### src/logic/chan_mode_pkg.sv
// package for the four-channel capture/compare mode block
// assumes a 32-bit axi4-lite master and a 16-bit counter supplied from outside
package chan_mode_pkg;
  localparam logic [7:0]  ADDR_MODE_FIRST  = 8'h00;
  localparam logic [7:0]  ADDR_MODE_SECOND = 8'h04;
  localparam logic [7:0]  ADDR_CTRL        = 8'h08;
  localparam logic [7:0]  ADDR_DATA_BASE   = 8'h10;
  localparam logic [7:0]  ADDR_STATUS      = 8'h20;
  localparam logic [15:0] MODE_RESET       = 16'h0000;
  localparam logic [15:0] DATA_RESET       = 16'h0000;
  localparam int          CFG_LSB          = 0;
  localparam int          IMM_BIT          = 2;
  localparam int          BUF_BIT          = 3;
  localparam int          OCTRL_LSB        = 4;
  localparam int          SWITCH_BIT       = 7;
  localparam int          DIV_LSB          = 2;
  localparam int          FILT_LSB         = 4;
  localparam int          CTRL_EN_BIT      = 0;
  localparam int          CTRL_POL_BIT     = 1;
  localparam int          CTRL_STRIDE      = 4;
  localparam logic [1:0]  AXI_OKAY         = 2'b00;
  localparam logic [1:0]  AXI_SLVERR       = 2'b10;
  localparam int          DTS_DIV_MAX      = 32;

  typedef enum logic [2:0]
  {
    OC_OFF    = 3'b000,
    OC_SET    = 3'b001,
    OC_CLR    = 3'b010,
    OC_TOGGLE = 3'b011,
    OC_LOW    = 3'b100,
    OC_HIGH   = 3'b101,
    OC_PWM_A  = 3'b110,
    OC_PWM_B  = 3'b111
  } out_ctrl_t;

  typedef enum logic [1:0]
  {
    CFG_OUT   = 2'b00,
    CFG_OWN   = 2'b01,
    CFG_PAIR  = 2'b10,
    CFG_TRIG  = 2'b11
  } chan_cfg_t;

  typedef struct packed
  {
    logic [3:0] filt;
    logic [1:0] div;
    logic       sw_en;
    out_ctrl_t  octrl;
    logic       buf_en;
    logic       imm_en;
    chan_cfg_t  cfg;
  } chan_set_t;

  typedef enum logic [2:0]
  {
    BUS_IDLE = 3'b001,
    BUS_RESP = 3'b010,
    BUS_HOLD = 3'b100
  } bus_state_t;

  // filter sampling divider mask (divider minus one) and count n per filter code
  function automatic logic [5:0] filt_div(input logic [3:0] code);
    case (code)
      4'h0, 4'h1, 4'h2, 4'h3: filt_div = 6'd0;
      4'h4, 4'h5:             filt_div = 6'd1;
      4'h6, 4'h7:             filt_div = 6'd3;
      4'h8, 4'h9:             filt_div = 6'd7;
      4'ha, 4'hb, 4'hc:       filt_div = 6'd15;
      default:                filt_div = 6'd31;
    endcase
  endfunction : filt_div

  function automatic logic [3:0] filt_n(input logic [3:0] code);
    case (code)
      4'h0:                   filt_n = 4'd1;
      4'h1:                   filt_n = 4'd2;
      4'h2:                   filt_n = 4'd4;
      4'h4, 4'h6, 4'h8, 4'hb, 4'he: filt_n = 4'd6;
      4'ha, 4'hd:             filt_n = 4'd5;
      default:                filt_n = 4'd8;
    endcase
  endfunction : filt_n
endpackage : chan_mode_pkg

### src/logic/chan_mode_ctrl.sv
// four capture/compare channel mode logic with an axi4-lite register slave
// assumes counter value, direction, overflow and trigger pulses come from the timer core
// Summary of operation
// RQ1: code 000 disconnects reference; 001 sets, 010 clears, 011 toggles on match.
// RQ2: code 100 forces reference low, 101 forces it high.
// RQ3: pwm a: up high while data above counter; down low while below.
// RQ4: pwm b gives the inverse of pwm a in both directions.
// RQ5: except code 000, output follows reference xor polarity.
// RQ6: buffering off: written data compares immediately.
// RQ7: buffering on: written data waits in shadow until overflow.
// RQ8: pwm with immediate bit: trigger drives output without waiting for comparison.
// RQ9: config 00 output, 01 own filtered pin, 10 neighbour filtered input.
// RQ10: config 11 routes slave trigger input; software needs internal trigger selected.
// RQ11: software changes direction and source only while channel is disabled.
// RQ12: channels 1 and 2 swap filtered inputs under config 10.
// RQ13: channels 3 and 4 swap filtered inputs under config 10.
// RQ14: filter passes an edge after n consecutive equal samples.
// RQ15: code 0000 unfiltered at dead-time clock; 0001-0011 kernel clock, n 2,4,8.
// RQ16: codes 0100-1001 sample dead-time clock /2,/4,/8 with n 6 and 8.
// RQ17: codes 1010-1100 /16 n 5,6,8; 1110,1111 /32 n 6,8.
// RQ18: capture prescaler captures every 1st, 2nd, 4th or 8th active edge.
// RQ19: prescaler count cleared while channel enable is low.
// RQ20: odd channel in low byte, even in high; fields per mode.
// RQ21: with switch enable, high external clear input clears reference.
// RQ22: input mode captures counter into data at each prescaled event.
// RQ23: polarity 0 rising edge active, 1 falling edge with inverted input.
// RQ24: filter code 1101 samples at dead-time clock /32 with n 5.
module chan_mode_ctrl
  import chan_mode_pkg::*;
#(
  parameter int CH = 4
)
(
  // clock and reset
  input  wire logic          ref_clk_i,
  input  wire logic          reset_n_i,
  // axi4-lite slave
  input  wire logic [7:0]    s_axi_awaddr_i,
  input  wire logic          s_axi_awvalid_i,
  output logic               s_axi_awready_o,
  input  wire logic [31:0]   s_axi_wdata_i,
  input  wire logic [3:0]    s_axi_wstrb_i,
  input  wire logic          s_axi_wvalid_i,
  output logic               s_axi_wready_o,
  output logic [1:0]         s_axi_bresp_o,
  output logic               s_axi_bvalid_o,
  input  wire logic          s_axi_bready_i,
  input  wire logic [7:0]    s_axi_araddr_i,
  input  wire logic          s_axi_arvalid_i,
  output logic               s_axi_arready_o,
  output logic [31:0]        s_axi_rdata_o,
  output logic [1:0]         s_axi_rresp_o,
  output logic               s_axi_rvalid_o,
  input  wire logic          s_axi_rready_i,
  // timer core
  input  wire logic [15:0]   counter_value_i,
  input  wire logic          count_direction_i,
  input  wire logic          overflow_event_i,
  input  wire logic          trigger_event_i,
  input  wire logic          dead_time_tick_i,
  input  wire logic          slave_trigger_input_i,
  input  wire logic          external_clear_input_i,
  // pins and output stage
  input  wire logic [CH-1:0] channel_input_signal_i,
  output logic [CH-1:0]      raw_compare_reference_o,
  output logic [CH-1:0]      channel_output_o,
  output logic [CH-1:0]      capture_event_o
);

  logic [15:0]     mode_r [2];
  logic [15:0]     ctrl_r;
  logic [15:0]     shadow_r [CH];
  logic [15:0]     active_r [CH];
  logic [CH-1:0]   filt_r;
  logic [CH-1:0]   raw_r;
  logic [CH-1:0]   ref_en_r;
  logic [CH-1:0]   cap_r;
  logic [CH-1:0]   capflag_r;
  logic [CH-1:0]   prev_r;
  logic [2:0]      pre_r [CH];
  logic [3:0]      run_r [CH];
  logic [4:0]      dts_r;
  logic [5:0]      tdiv_r [CH];
  bus_state_t      wr_st_r;
  bus_state_t      rd_st_r;
  logic            aw_ok_r;
  logic            w_ok_r;
  logic [7:0]      aw_r;
  logic [31:0]     wd_r;
  logic [3:0]      ws_r;
  chan_set_t       set [CH];
  logic [CH-1:0]   en;
  logic [CH-1:0]   pol;
  logic [CH-1:0]   sel_in;
  logic            wr_go;
  logic [CH-1:0]   data_wr;

  // odd channel low byte, even channel high byte; input fields overlay output ones
  always_comb
  begin
    for (int i = 0; i < CH; i++)
    begin
      set[i] = chan_set_t'({mode_r[i/2][(i%2)*8 + FILT_LSB +: 4],
                            mode_r[i/2][(i%2)*8 + DIV_LSB +: 2],
                            mode_r[i/2][(i%2)*8 +: 8]}); // see RQ20
      en[i]  = ctrl_r[i*CTRL_STRIDE + CTRL_EN_BIT];
      pol[i] = ctrl_r[i*CTRL_STRIDE + CTRL_POL_BIT];
    end
  end

  // input routing: pairs are (0,1) and (2,3)
  always_comb
  begin
    for (int i = 0; i < CH; i++)
    begin
      case (set[i].cfg)
        CFG_OWN:  sel_in[i] = filt_r[i]; // see RQ9
        CFG_PAIR: sel_in[i] = filt_r[i ^ 1]; // see RQ12 see RQ13
        CFG_TRIG: sel_in[i] = slave_trigger_input_i; // see RQ10
        default:  sel_in[i] = 1'b0;
      endcase
    end
  end

  // free dead-time divider shared by all filters
  always_ff @(posedge ref_clk_i or negedge reset_n_i)
  begin
    if (!reset_n_i)
      dts_r <= '0;
    else if (dead_time_tick_i)
      dts_r <= dts_r + 5'd1;
  end

  // digital filter, polarity applied before so falling edge looks rising
  always_ff @(posedge ref_clk_i or negedge reset_n_i)
  begin
    if (!reset_n_i)
    begin
      filt_r <= '0;
      for (int i = 0; i < CH; i++)
        run_r[i] <= '0;
      for (int i = 0; i < CH; i++)
        tdiv_r[i] <= '0;
    end
    else
    begin
      for (int i = 0; i < CH; i++)
      begin
        tdiv_r[i] <= filt_div(set[i].filt);
        if (set[i].filt == 4'h0)
        begin
          if (dead_time_tick_i)
            filt_r[i] <= channel_input_signal_i[i] ^ pol[i]; // see RQ15 see RQ23
        end
        else if ((set[i].filt[3:2] == 2'b00) ||
                 (dead_time_tick_i && ((dts_r & tdiv_r[i][4:0]) == 5'd0))) // see RQ16 see RQ17 see RQ24
        begin
          if ((channel_input_signal_i[i] ^ pol[i]) == filt_r[i])
            run_r[i] <= '0;
          else if (run_r[i] + 4'd1 >= filt_n(set[i].filt))
          begin
            filt_r[i] <= ~filt_r[i]; // see RQ14
            run_r[i]  <= '0;
          end
          else
            run_r[i] <= run_r[i] + 4'd1;
        end
      end
    end
  end

  // capture prescaler and capture into data register
  always_ff @(posedge ref_clk_i or negedge reset_n_i)
  begin
    if (!reset_n_i)
    begin
      prev_r <= '0;
      cap_r  <= '0;
      for (int i = 0; i < CH; i++)
        pre_r[i] <= '0;
    end
    else
    begin
      prev_r <= sel_in;
      for (int i = 0; i < CH; i++)
      begin
        cap_r[i] <= 1'b0;
        if (!en[i] || set[i].cfg == CFG_OUT)
          pre_r[i] <= '0; // see RQ19
        else if (sel_in[i] && !prev_r[i])
        begin
          if (pre_r[i] == 3'((1 << set[i].div) - 1))
          begin
            pre_r[i] <= '0;
            cap_r[i] <= 1'b1; // see RQ18
          end
          else
            pre_r[i] <= pre_r[i] + 3'd1;
        end
      end
    end
  end

  // data registers: shadow is what software sees in output mode
  always_ff @(posedge ref_clk_i or negedge reset_n_i)
  begin
    if (!reset_n_i)
      for (int i = 0; i < CH; i++)
      begin
        shadow_r[i] <= DATA_RESET;
        active_r[i] <= DATA_RESET;
      end
    else
      for (int i = 0; i < CH; i++)
      begin
        if (set[i].cfg != CFG_OUT && cap_r[i])
        begin
          shadow_r[i] <= counter_value_i; // see RQ22
          active_r[i] <= counter_value_i;
        end
        else if (data_wr[i])
        begin
          shadow_r[i] <= wd_r[15:0];
          if (!set[i].buf_en)
            active_r[i] <= wd_r[15:0]; // see RQ6
        end
        else if (set[i].buf_en && overflow_event_i)
          active_r[i] <= shadow_r[i]; // see RQ7
      end
  end

  // raw reference generation
  always_ff @(posedge ref_clk_i or negedge reset_n_i)
  begin
    if (!reset_n_i)
    begin
      raw_r    <= '0;
      ref_en_r <= '0;
    end
    else
      for (int i = 0; i < CH; i++)
      begin
        ref_en_r[i] <= (set[i].cfg == CFG_OUT) && (set[i].octrl != OC_OFF) && en[i]; // see RQ5
        if (set[i].sw_en && external_clear_input_i)
          raw_r[i] <= 1'b0; // see RQ21
        else
          case (set[i].octrl)
            OC_SET:    if (counter_value_i == active_r[i]) raw_r[i] <= 1'b1; // see RQ1
            OC_CLR:    if (counter_value_i == active_r[i]) raw_r[i] <= 1'b0; // see RQ1
            OC_TOGGLE: if (counter_value_i == active_r[i]) raw_r[i] <= ~raw_r[i]; // see RQ1
            OC_LOW:    raw_r[i] <= 1'b0; // see RQ2
            OC_HIGH:   raw_r[i] <= 1'b1; // see RQ2
            OC_PWM_A, OC_PWM_B:
            begin
              // immediate mode: trigger forces the active level without comparison
              if (set[i].imm_en && trigger_event_i)
                raw_r[i] <= (set[i].octrl == OC_PWM_A); // see RQ8
              else if (!count_direction_i)
                raw_r[i] <= (active_r[i] > counter_value_i) ^ set[i].octrl[0]; // see RQ3 see RQ4
              else
                raw_r[i] <= !(active_r[i] < counter_value_i) ^ set[i].octrl[0]; // see RQ3 see RQ4
            end
            default:   raw_r[i] <= raw_r[i];
          endcase
      end
  end

  // output stage; code 000 keeps the pin low whatever the polarity
  always_ff @(posedge ref_clk_i or negedge reset_n_i)
  begin
    if (!reset_n_i)
    begin
      raw_compare_reference_o <= '0;
      channel_output_o        <= '0;
      capture_event_o         <= '0;
    end
    else
    begin
      raw_compare_reference_o <= raw_r;
      channel_output_o        <= ref_en_r & (raw_r ^ pol); // see RQ5
      capture_event_o         <= cap_r;
    end
  end

  // capture flags, set wins over a software clear
  always_ff @(posedge ref_clk_i or negedge reset_n_i)
  begin
    if (!reset_n_i)
      capflag_r <= '0;
    else
      for (int i = 0; i < CH; i++)
        if (cap_r[i])
          capflag_r[i] <= 1'b1;
        else if (wr_go && aw_r == ADDR_STATUS && ws_r[0] && !wd_r[i])
          capflag_r[i] <= 1'b0;
  end

  // axi write channel: address and data may come in either order
  assign wr_go = (wr_st_r == BUS_HOLD);
  always_comb
    for (int i = 0; i < CH; i++)
      data_wr[i] = wr_go && (aw_r == ADDR_DATA_BASE + 8'(4*i)) && (&ws_r[1:0]);

  always_ff @(posedge ref_clk_i or negedge reset_n_i)
  begin
    if (!reset_n_i)
    begin
      wr_st_r         <= BUS_IDLE;
      aw_ok_r         <= 1'b0;
      w_ok_r          <= 1'b0;
      aw_r            <= '0;
      wd_r            <= '0;
      ws_r            <= '0;
      s_axi_awready_o <= 1'b0;
      s_axi_wready_o  <= 1'b0;
      s_axi_bvalid_o  <= 1'b0;
      s_axi_bresp_o   <= AXI_OKAY;
    end
    else
      case (wr_st_r)
        BUS_IDLE:
        begin
          s_axi_awready_o <= !aw_ok_r && !(s_axi_awvalid_i && s_axi_awready_o);
          s_axi_wready_o  <= !w_ok_r && !(s_axi_wvalid_i && s_axi_wready_o);
          if (s_axi_awvalid_i && s_axi_awready_o)
          begin
            aw_r    <= s_axi_awaddr_i;
            aw_ok_r <= 1'b1;
          end
          if (s_axi_wvalid_i && s_axi_wready_o)
          begin
            wd_r   <= s_axi_wdata_i;
            ws_r   <= s_axi_wstrb_i;
            w_ok_r <= 1'b1;
          end
          if (aw_ok_r && w_ok_r)
            wr_st_r <= BUS_HOLD;
        end
        BUS_HOLD:
        begin
          aw_ok_r        <= 1'b0;
          w_ok_r         <= 1'b0;
          s_axi_bvalid_o <= 1'b1;
          s_axi_bresp_o  <= (aw_r == ADDR_MODE_FIRST || aw_r == ADDR_MODE_SECOND ||
                             aw_r == ADDR_CTRL || aw_r == ADDR_STATUS ||
                             (aw_r >= ADDR_DATA_BASE && aw_r < ADDR_STATUS &&
                              aw_r[1:0] == 2'b00)) ? AXI_OKAY : AXI_SLVERR;
          wr_st_r        <= BUS_RESP;
        end
        BUS_RESP:
          if (s_axi_bready_i)
          begin
            s_axi_bvalid_o <= 1'b0;
            wr_st_r        <= BUS_IDLE;
          end
        default: wr_st_r <= BUS_IDLE;
      endcase
  end

  // register writes, byte lanes honoured
  always_ff @(posedge ref_clk_i or negedge reset_n_i)
  begin
    if (!reset_n_i)
    begin
      mode_r[0] <= MODE_RESET;
      mode_r[1] <= MODE_RESET;
      ctrl_r    <= '0;
    end
    else if (wr_go)
      for (int b = 0; b < 2; b++)
        if (ws_r[b])
        begin
          if (aw_r == ADDR_MODE_FIRST)
            mode_r[0][b*8 +: 8] <= wd_r[b*8 +: 8]; // see RQ20
          if (aw_r == ADDR_MODE_SECOND)
            mode_r[1][b*8 +: 8] <= wd_r[b*8 +: 8]; // see RQ20
          if (aw_r == ADDR_CTRL)
            ctrl_r[b*8 +: 8] <= wd_r[b*8 +: 8];
        end
  end

  // read channel: one cycle after address accepted
  always_ff @(posedge ref_clk_i or negedge reset_n_i)
  begin
    if (!reset_n_i)
    begin
      rd_st_r         <= BUS_IDLE;
      s_axi_arready_o <= 1'b0;
      s_axi_rvalid_o  <= 1'b0;
      s_axi_rdata_o   <= '0;
      s_axi_rresp_o   <= AXI_OKAY;
    end
    else
      case (rd_st_r)
        BUS_IDLE:
        begin
          s_axi_arready_o <= !(s_axi_arvalid_i && s_axi_arready_o);
          if (s_axi_arvalid_i && s_axi_arready_o)
          begin
            rd_st_r        <= BUS_RESP;
            s_axi_rvalid_o <= 1'b1;
            s_axi_rresp_o  <= AXI_OKAY;
            case (s_axi_araddr_i)
              ADDR_MODE_FIRST:  s_axi_rdata_o <= {16'h0000, mode_r[0]};
              ADDR_MODE_SECOND: s_axi_rdata_o <= {16'h0000, mode_r[1]};
              ADDR_CTRL:        s_axi_rdata_o <= {16'h0000, ctrl_r};
              ADDR_STATUS:      s_axi_rdata_o <= {16'h0000, 4'h0, raw_r, 4'h0, capflag_r};
              8'h10:            s_axi_rdata_o <= {16'h0000, shadow_r[0]};
              8'h14:            s_axi_rdata_o <= {16'h0000, shadow_r[1]};
              8'h18:            s_axi_rdata_o <= {16'h0000, shadow_r[2]};
              8'h1c:            s_axi_rdata_o <= {16'h0000, shadow_r[3]};
              default:
              begin
                s_axi_rdata_o <= '0;
                s_axi_rresp_o <= AXI_SLVERR;
              end
            endcase
          end
        end
        BUS_RESP:
          if (s_axi_rready_i)
          begin
            s_axi_rvalid_o <= 1'b0;
            rd_st_r        <= BUS_IDLE;
          end
        default: rd_st_r <= BUS_IDLE;
      endcase
  end

  // forced level appears two edges after the mode write
  AST_FORCE_HIGH: assert property (@(posedge ref_clk_i) disable iff (!reset_n_i)
    set[0].octrl == OC_HIGH && !(set[0].sw_en && external_clear_input_i)
      |=> raw_r[0]) else $error("forced high not applied"); // see RQ2
  AST_FORCE_LOW: assert property (@(posedge ref_clk_i) disable iff (!reset_n_i)
    set[1].octrl == OC_LOW |=> !raw_r[1]) else $error("forced low not applied"); // see RQ2
  AST_EXT_CLEAR: assert property (@(posedge ref_clk_i) disable iff (!reset_n_i)
    set[0].sw_en && external_clear_input_i |=> !raw_r[0]) else $error("clear ignored"); // see RQ21
  AST_OFF_OUT: assert property (@(posedge ref_clk_i) disable iff (!reset_n_i)
    set[0].octrl == OC_OFF ##1 set[0].octrl == OC_OFF |=> !channel_output_o[0])
    else $error("disconnected output drives"); // see RQ1
  AST_POLARITY: assert property (@(posedge ref_clk_i) disable iff (!reset_n_i)
    ref_en_r[0] |=> channel_output_o[0] == ($past(raw_r[0]) ^ $past(pol[0])))
    else $error("output polarity wrong"); // see RQ5
  AST_PRESCALE_RST: assert property (@(posedge ref_clk_i) disable iff (!reset_n_i)
    !en[0] |=> pre_r[0] == 3'd0) else $error("prescaler not cleared"); // see RQ19
  AST_NO_BUF: assert property (@(posedge ref_clk_i) disable iff (!reset_n_i)
    data_wr[0] && !set[0].buf_en && set[0].cfg == CFG_OUT
      |=> active_r[0] == $past(wd_r[15:0])) else $error("direct write lost"); // see RQ6
  AST_BUF_HOLD: assert property (@(posedge ref_clk_i) disable iff (!reset_n_i)
    set[0].buf_en && !overflow_event_i && !cap_r[0] && !data_wr[0] |=> $stable(active_r[0]))
    else $error("buffered value moved early"); // see RQ7
  AST_CAPTURE: assert property (@(posedge ref_clk_i) disable iff (!reset_n_i)
    cap_r[0] && set[0].cfg != CFG_OUT |=> shadow_r[0] == $past(counter_value_i))
    else $error("capture value wrong"); // see RQ22
  AST_IMMEDIATE: assert property (@(posedge ref_clk_i) disable iff (!reset_n_i)
    set[0].octrl == OC_PWM_A && set[0].imm_en && trigger_event_i &&
      !(set[0].sw_en && external_clear_input_i) |=> raw_r[0])
    else $error("immediate output missing"); // see RQ8
endmodule : chan_mode_ctrl

### config.mk
export PLATFORM = sky130hd
export DESIGN_NAME = chan_mode_ctrl
export DESIGN_NICKNAME = d
export VERILOG_FILES = /design/src/logic/chan_mode_pkg.sv /design/src/logic/chan_mode_ctrl.sv
export SDC_FILE = /design/constraint.sdc
export NUM_CORES = 1
export LEC_CHECK = 0
export ABC_AREA = 1
export BUFFER_PORTS_ARGS = -buffer_cell sky130_fd_sc_hd__buf_2
export CELL_PAD_IN_SITES_DETAIL_PLACEMENT = 1
export CELL_PAD_IN_SITES_GLOBAL_PLACEMENT = 1
export CORE_MARGIN = 1.5
export CORE_UTILIZATION = 46
export DETAILED_ROUTE_END_ITERATION = 16
export MAX_ROUTING_LAYER = met4
export PLACE_DENSITY = 0.87
export SYNTH_ARGS = -nofsm -noshare
export SYNTH_HDL_FRONTEND = slang
export SYNTH_SLANG_ARGS = --single-unit
### constraint.sdc
create_clock -name ref_clk_i -period 3 [get_ports ref_clk_i]
set_input_delay 0.6 -clock ref_clk_i [delete_from_list [all_inputs] [get_ports ref_clk_i]]
set_output_delay 0.6 -clock ref_clk_i [all_outputs]
set_load 0.01 [all_outputs]
======== After elaboration in Yosys (flattened, before gate mapping) ========
Memory sizes are Yosys's and may differ from the RTL's. A register that Yosys moved wholly into a read port is not among the register bits.
Cells that the tools add are included.
W data, S select, Z words.
word-level totals
  flip-flop bits (word level) ............. 320
  memory bits (read-only) ................. 576
  input bits .............................. 85
  output and inout bits ................... 53
  word-level logic and storage cells ...... 558
  memories ................................ 8
operators by class
  $add $sub $neg .......................... 13
  $lt $le $gt $ge ......................... 14
  equality and inequality tests ........... 101
  shift operators ......................... 4
  mux-type cells .......................... 146
  bitwise logic cells ..................... 30
  reductions and logical operators ........ 186
memories
  name             words  width  read ports  clocked after Yosys merged registers in  write ports  RTL line             source
  (no name shown)  16     5      1           1                                        0            chan_mode_pkg.sv:65  case (code)
  (no name shown)  16     5      1           1                                        0            chan_mode_pkg.sv:65
  (no name shown)  16     5      1           1                                        0            chan_mode_pkg.sv:65
  (no name shown)  16     5      1           1                                        0            chan_mode_pkg.sv:65
  (no name shown)  16     4      1           0                                        0            chan_mode_pkg.sv:76  case (code)
  (no name shown)  16     4      1           0                                        0            chan_mode_pkg.sv:76
  +2 memories      --     --     --          --                                       --           --
operators with widths
  cell                  number
  $mux W16              24
  $pmux W16 S8          1
  $mux W4               20
  $mux W1               69
  $eq A16 B16 Y1        4
  $eq A8 B5 Y1 const B  8
  $gt A16 B16 Y1        4
  $lt A16 B16 Y1        4
  $logic_and A1 B1 Y1   54
  $reduce_bool A2 Y1    27
  $eq A3 B3 Y1 const B  17
  $mux W3               16
  $ne A3 B3 Y1 const B  12
  $reduce_and A2 Y1     17
  $reduce_and A4 Y1     8
  $eq A3 B2 Y1 const B  10
  $ne A2 B2 Y1 const B  14
  $reduce_bool A7 Y1    4
  $logic_not A1 Y1      25
  $pmux W1 S6           4
  $reduce_bool A3 Y1    8
  $reduce_and A3 Y1     7
  $and A5 B5 Y5         4
  $logic_not A5 Y1      4
  32 further kinds      129

======== Longest topological paths before layout ========
  depth after elaboration ................. 11
  gate-level depth with buffers ........... 16
  mapped depth without buffers ............ 16

======== Least setup slack after synthesis ========
Ideal clock, no wire load.
  kind .................................... register to register
  start point ............................. register mode_r[20] (netlist name)
  end point ............................... register filt_r[0]
  library setup time ...................... 0.127 ns
  data arrival time ....................... 1.957 ns
  data required time ...................... 2.873 ns
  slack ................................... 0.916 ns
  cell stages (with the launch flop) ...... 15
  path buffers ............................ 0
  clock period less this slack ............ 2.084 ns
  cell sequence ........................... dfrtp_1 inv_1 ha_1 a21oi_1 a32oi_1 ha_1 inv_1 o21bai_1 nand3_1 nand3_1 nor2_1 a21oi_1 o211ai_1 nand2_1 o21ai_0
on the way
  cells in the longest elaborated chain, start to end .. 7
  elaborated cells between the ends (all ways) .. 12
  classes of those cells .................. 1 x order compare; 2 x eq/ne; 4 x mux; 4 x reduce/logical; 1 x memory
RTL lines
  item                                 RTL line               source
  from (decl)                          chan_mode_ctrl.sv:70   logic [15:0] mode_r [2];
  from (signal, indexed assignment)    chan_mode_ctrl.sv:374  mode_r[0][b*8 +: 8] <= wd_r[b*8 +: 8];
  from (signal, indexed assignment)    chan_mode_ctrl.sv:376  mode_r[1][b*8 +: 8] <= wd_r[b*8 +: 8];
  $mem_v2 Z16 W4                       --
  $mux W4                              chan_mode_ctrl.sv:158  if ((channel_input_signal_i[i] ^ pol[i]) == filt_r[i])
  $mux W4                              chan_mode_ctrl.sv:155  else if ((set[i].filt[3:2] == 2'b00) ||
  $mux W4                              chan_mode_ctrl.sv:150  if (set[i].filt == 4'h0)
  $ge A4 B4 Y1                         chan_mode_ctrl.sv:160  else if (run_r[i] + 4'd1 >= filt_n(set[i].filt))
  $reduce_bool A2 Y1 (no source line)  --
  $reduce_and A4 Y1 (no source line)   --
  to (signal, indexed assignment)      chan_mode_ctrl.sv:153  filt_r[i] <= channel_input_signal_i[i] ^ pol[i];
  to (signal, indexed assignment)      chan_mode_ctrl.sv:162  filt_r[i] <= ~filt_r[i];
  to (decl)                            chan_mode_ctrl.sv:74   logic [CH-1:0] filt_r;
Several ways; a longest one is shown, not always the timed one. The select of a mux whose other input is x is not followed.
A chain may end at the register's enable or synchronous reset.

======== Final worst setup path ========
  start point ............................. register aw_r[7]
  end point ............................... register active_r[34] (netlist name)
on the way
  cells in the longest elaborated chain, start to end .. 5
  elaborated cells between the ends (all ways) .. 8
  classes of those cells .................. 2 x eq/ne; 2 x mux; 4 x reduce/logical
RTL lines
  item                                                            RTL line               source
  from (decl)                                                     chan_mode_ctrl.sv:88   logic [7:0] aw_r;
  from (signal assigned)                                          chan_mode_ctrl.sv:327  aw_r <= s_axi_awaddr_i;
  $eq A8 B5 Y1 (*)                                                chan_mode_ctrl.sv:302  data_wr[i] = wr_go && (aw_r == ADDR_DATA_BASE + 8'(4*i)) && (&ws_r[1:0]);
  $logic_and A1 B1 Y1 (*) (2 in a row)                            chan_mode_ctrl.sv:302
  $ne A3 B2 Y1 (no source line), or another cell as far along     --
  $reduce_and A2 Y1 (no source line) or $mux W16 (tied branches)  --
  to (signal, indexed assignment)                                 chan_mode_ctrl.sv:219  active_r[i] <= counter_value_i;
  to (signal, indexed assignment)                                 chan_mode_ctrl.sv:225  active_r[i] <= wd_r[15:0];
  to (signal, indexed assignment)                                 chan_mode_ctrl.sv:228  active_r[i] <= shadow_r[i];
  to (decl)                                                       chan_mode_ctrl.sv:73   logic [15:0] active_r [CH];
Mark *: on every way between the ends. The rest lies on a longest branch, timed or not.

==> key figures <==
Outcome
  • Status: completed

Synth
  • Synthesized cell area: 0.0172 sq mm
  • Most common flop cell mapped by yosys: dfrtp_1
  • Number of flops mapped to enable cells by yosys: 0
  • Largest family of logic cells by synthesized area: simple AND/OR/NAND/NOR gates
  • Fraction of the yosys area taken by sequential cells: 46.8%
  • Cell type contributing the most total cell area after synthesis: dfrtp_1
  • Top post-synthesis cells by count: nand2_1, dfrtp_1, inv_1, o21ai_0, nand3_1
  • Synth area leaders: dfrtp_1, nand2_1, ha_1
  • Synthesized area per cell: between 8 and 9 sq um
  • Synth async-reset ratio: between 90% and 100%
  • Count of different cell masters after synthesis: 61
  • Number of warnings reported in the yosys synthesis log: 0
  • Count of state elements after synthesis: 321
  • Share of the synthesized area in compound gates (AO/OA/AOI/OAI): 14.1%
  • Xor/xnor share of the synthesized area: 1.07%
  • Share of synthesized cell area in and, or, nand and nor gates: 23.1%
  • Share of Yosys cell area claimed by the top area cell type: 46.5%
  • Post-Syn Instances: 2,105
  • Multiplexer area fraction after synthesis: 0.437%
  • Adder-cell share of the synthesized area: about 7.7%
  • Leading cell type by number of instances after synthesis: nand2_1

Worst setup path
  • Critical path class: flip-flop to flip-flop
  • Worst reg2reg path startpoint: aw_r[7]
  • Kind of capture point of the worst setup path: flip-flop
  • Largest stage delay on the critical path: 0.49 ns
  • Reg2Reg Depth: 10
  • Worst path buffer plus inverter count: 2
  • List of cells traversed by the critical path: nor2_1 -> inv_1 -> nor2_1 -> nand4_1 -> nand2_1 -> a21oi_1 -> a31oi_4 -> inv_2 -> nand2_1 -> nand2_1
  • Required time of the worst setup path: 3.43 ns
  • CP max stage cell: a31oi_4
  • Signal arrival time at the worst endpoint: 3.08 ns
  • Capturing point of the worst reg2reg path: active_r[34]
  • Startpoint class of the critical path: flip-flop
  • Dominant cell type by count on the critical path: nand2_1
  • Maximum fanout along the worst path: 18
  • Flop-to-flop setup slack: 0.35 ns
  • Kind of cell adding the most delay to the critical path: simple AND/OR/NAND/NOR gates

Drt
  • Avg WL per Cell: roughly 22 um
  • Routed Wire Length: 60,000 um
  • Post-route antenna net violation count: 0
  • Vias after detailed routing: around 16,000
  • Router iterations before antenna repair: 5
  • Via density: 5.85
  • Violation count after the first detailed-routing iteration: between 1,000 and 1,500
  • DRC: 0

Clocking
  • Clock H-tree levels: 2
  • Setup Fix Bufs, Post-CTS: 0
  • Worst-Skew Late Latency: 0.54 ns
  • Buffers from clock root to sink, at most: 3
  • Clock tree from TritonCTS: built
  • Hold-fix buffers, CTS: 0
  • Clock transition time at the flip-flop clock pins of the worst setup and hold paths: 0.06 ns
  • Number of gates resized after cts: 0
  • CTS buffer count: 38
  • Clock root cell: clkbuf_16
  • Clock sink total: around 320

GRT
  • GRT Util Overall: 32.7%
  • First-pass GRT wire length: 94,000 um
  • Vias in the first global route: 17,000
  • Largest net degree at the start of global routing: 77
  • Number of antenna violations at the first check in global routing: 1
  • Total global routing overflow: 0

Place
  • Weighted congestion at the end of routability-driven global placement: 0.935
  • Placed wire-length estimate after detailed placement: 43,800 um
  • Number of buffers added on ports: 101

Die
  • Die outline area: 0.0385 sq mm
  • Number of ports placed on the die boundary: 138
  • Horizontal die dimension: 196 um
  • Num rows: 70
  • Die Span Y: 196 um
  • Initial cell density of the core: approximately 47%
  • Std-Cell Core Area: roughly 0.037 sq mm

Flow run
  • Max capacitance violation total: 0

STA
  • Number of pins exceeding their max-slew limit in the final report: 0
  • Maximum frequency from static timing analysis: 377 MHz
  • Max-slew headroom at the worst pin: 35.0%
  • Crit share post-route: 88.5%
  • Final setup fails: 0
  • Worst clock skew on the final layout: 0.0137 ns
  • Final Hold Violating Endpoints: 0
  • RSZ-0062 raised after global routing: no
  • Tmin final: 2.65 ns
  • Setup TNS: 0 ns
  • Slew of the pin with the lowest slew margin: a little under 1 ns

Final layout
  • Share of final-layout standard cells stronger than drive strength 1: 10.3%
  • # nets final: 2,404
  • Share of the core filled with cells: 53.5%
  • Post-synthesis to final-layout area growth: 14.3%

Pwr
  • Worst vdd ir: 0.381 mV
  • PwrDens: 643 mW/mm^2
  • Leakage power summed over all cells: 10.3 nW

Hold path
  • Hold Path Class: input port to async pin
[sequential cells by signal (all words and copies together) (netlist names), 5 cells and up]
name,cells
aw_r,8
active_r,64
wd_r,16
run_r,16
tdiv_r,20
mode_r,32
ctrl_r,16
shadow_r,64
dts_r,5
s_axi_rdata_o,16
pre_r,12
[per-stage QoR]
stage	total power [mW]	cells	instance area (sq um)	setup slack (ns)	hold slack, ns
2_1_floorplan	6.34	2122	17200	0.916	0.304
3_5_place_dp	7.31	2642	18200	0.417	0.402
6_report	12.6	2713	19600	0.345	0.0200
4_1_cts	12.7	2711	19600	0.376	0.0480
5_1_grt	13.1	2713	19600	0.00967	0.0666
3_3_place_gp	7.17	2642	18200	0.464	0.406
[logic make-up after synthesis]
kind of cell / after synthesis
simple gates: 961
compound gates: 408
flops: 321
buf+inv: 281
fa+ha+maj: 105
xor+xnor: 21
mux: 7
other cells: 1
[worst max path at each step]
stage	from	end	slack [ns]	cells past startpoint
after floorplan	mode_r[20]	filt_r[0]	0.92	14
after global placement	mode_r[29]	run_r[10]	0.46	14
after detailed placement	mode_r[29]	run_r[8]	0.42	14
after CTS	mode_r[29]	run_r[8]	0.38	14
after global routing	mode_r[30]	run_r[10]	0.01	13
final	aw_r[7]	active_r[34]	0.35	10
[power by group]
group / leakage [nW] / internal (mW) / total (mW) / switching (mW)
registers: 3.95 / 4.79 / 5.28 / 0.489
logic: 5.61 / 0.606 / 2.02 / 1.41
clock network: 0.712 / 3.38 / 5.33 / 1.95
total: 10.3 / 8.78 / 12.6 / 3.85
[cell usage in the layout (no fill, tap or decap), types with 11 or more instances in the layout]
cell / instances
a21oi_1: 115
buf_2: 100
buf_4: 27
clkbuf_16: 41
conb_1: 18
dfrtp_1: 319
ha_1: 105
inv_1: 191
nand2_1: 651
nand3_1: 130
nand4_1: 16
nor2_1: 127
nor3_1: 14
o2111ai_1: 11
o211ai_1: 30
o21ai_0: 166
o221ai_1: 17
o22ai_1: 16
xor2_1: 15
[final cells by class]
cell class / count / area (sq um)
Tap cell: 468 / 586
Antenna cell: 2 / 5.00
Sequential cell: 321 / 8040
Clock buffer: 50 / 1110
Multi-Input combinational cell: 1520 / 8030
Fill cell: 4465 / 17100
Inverter: 202 / 762
Clock inverter: 19 / 324
Timing Repair Buffer: 131 / 778
[metal layers]
metal,vias to the layer above,track usage (%),part of all wire (%)
met5,-,-,0
met4,0,19.8,6.6
met3,221,4.56,5.1
met2,550,53.9,49
met1,7890,38.0,40
li1,7200,-,-
No activity file was read; power rests on OpenSTA's default activity.
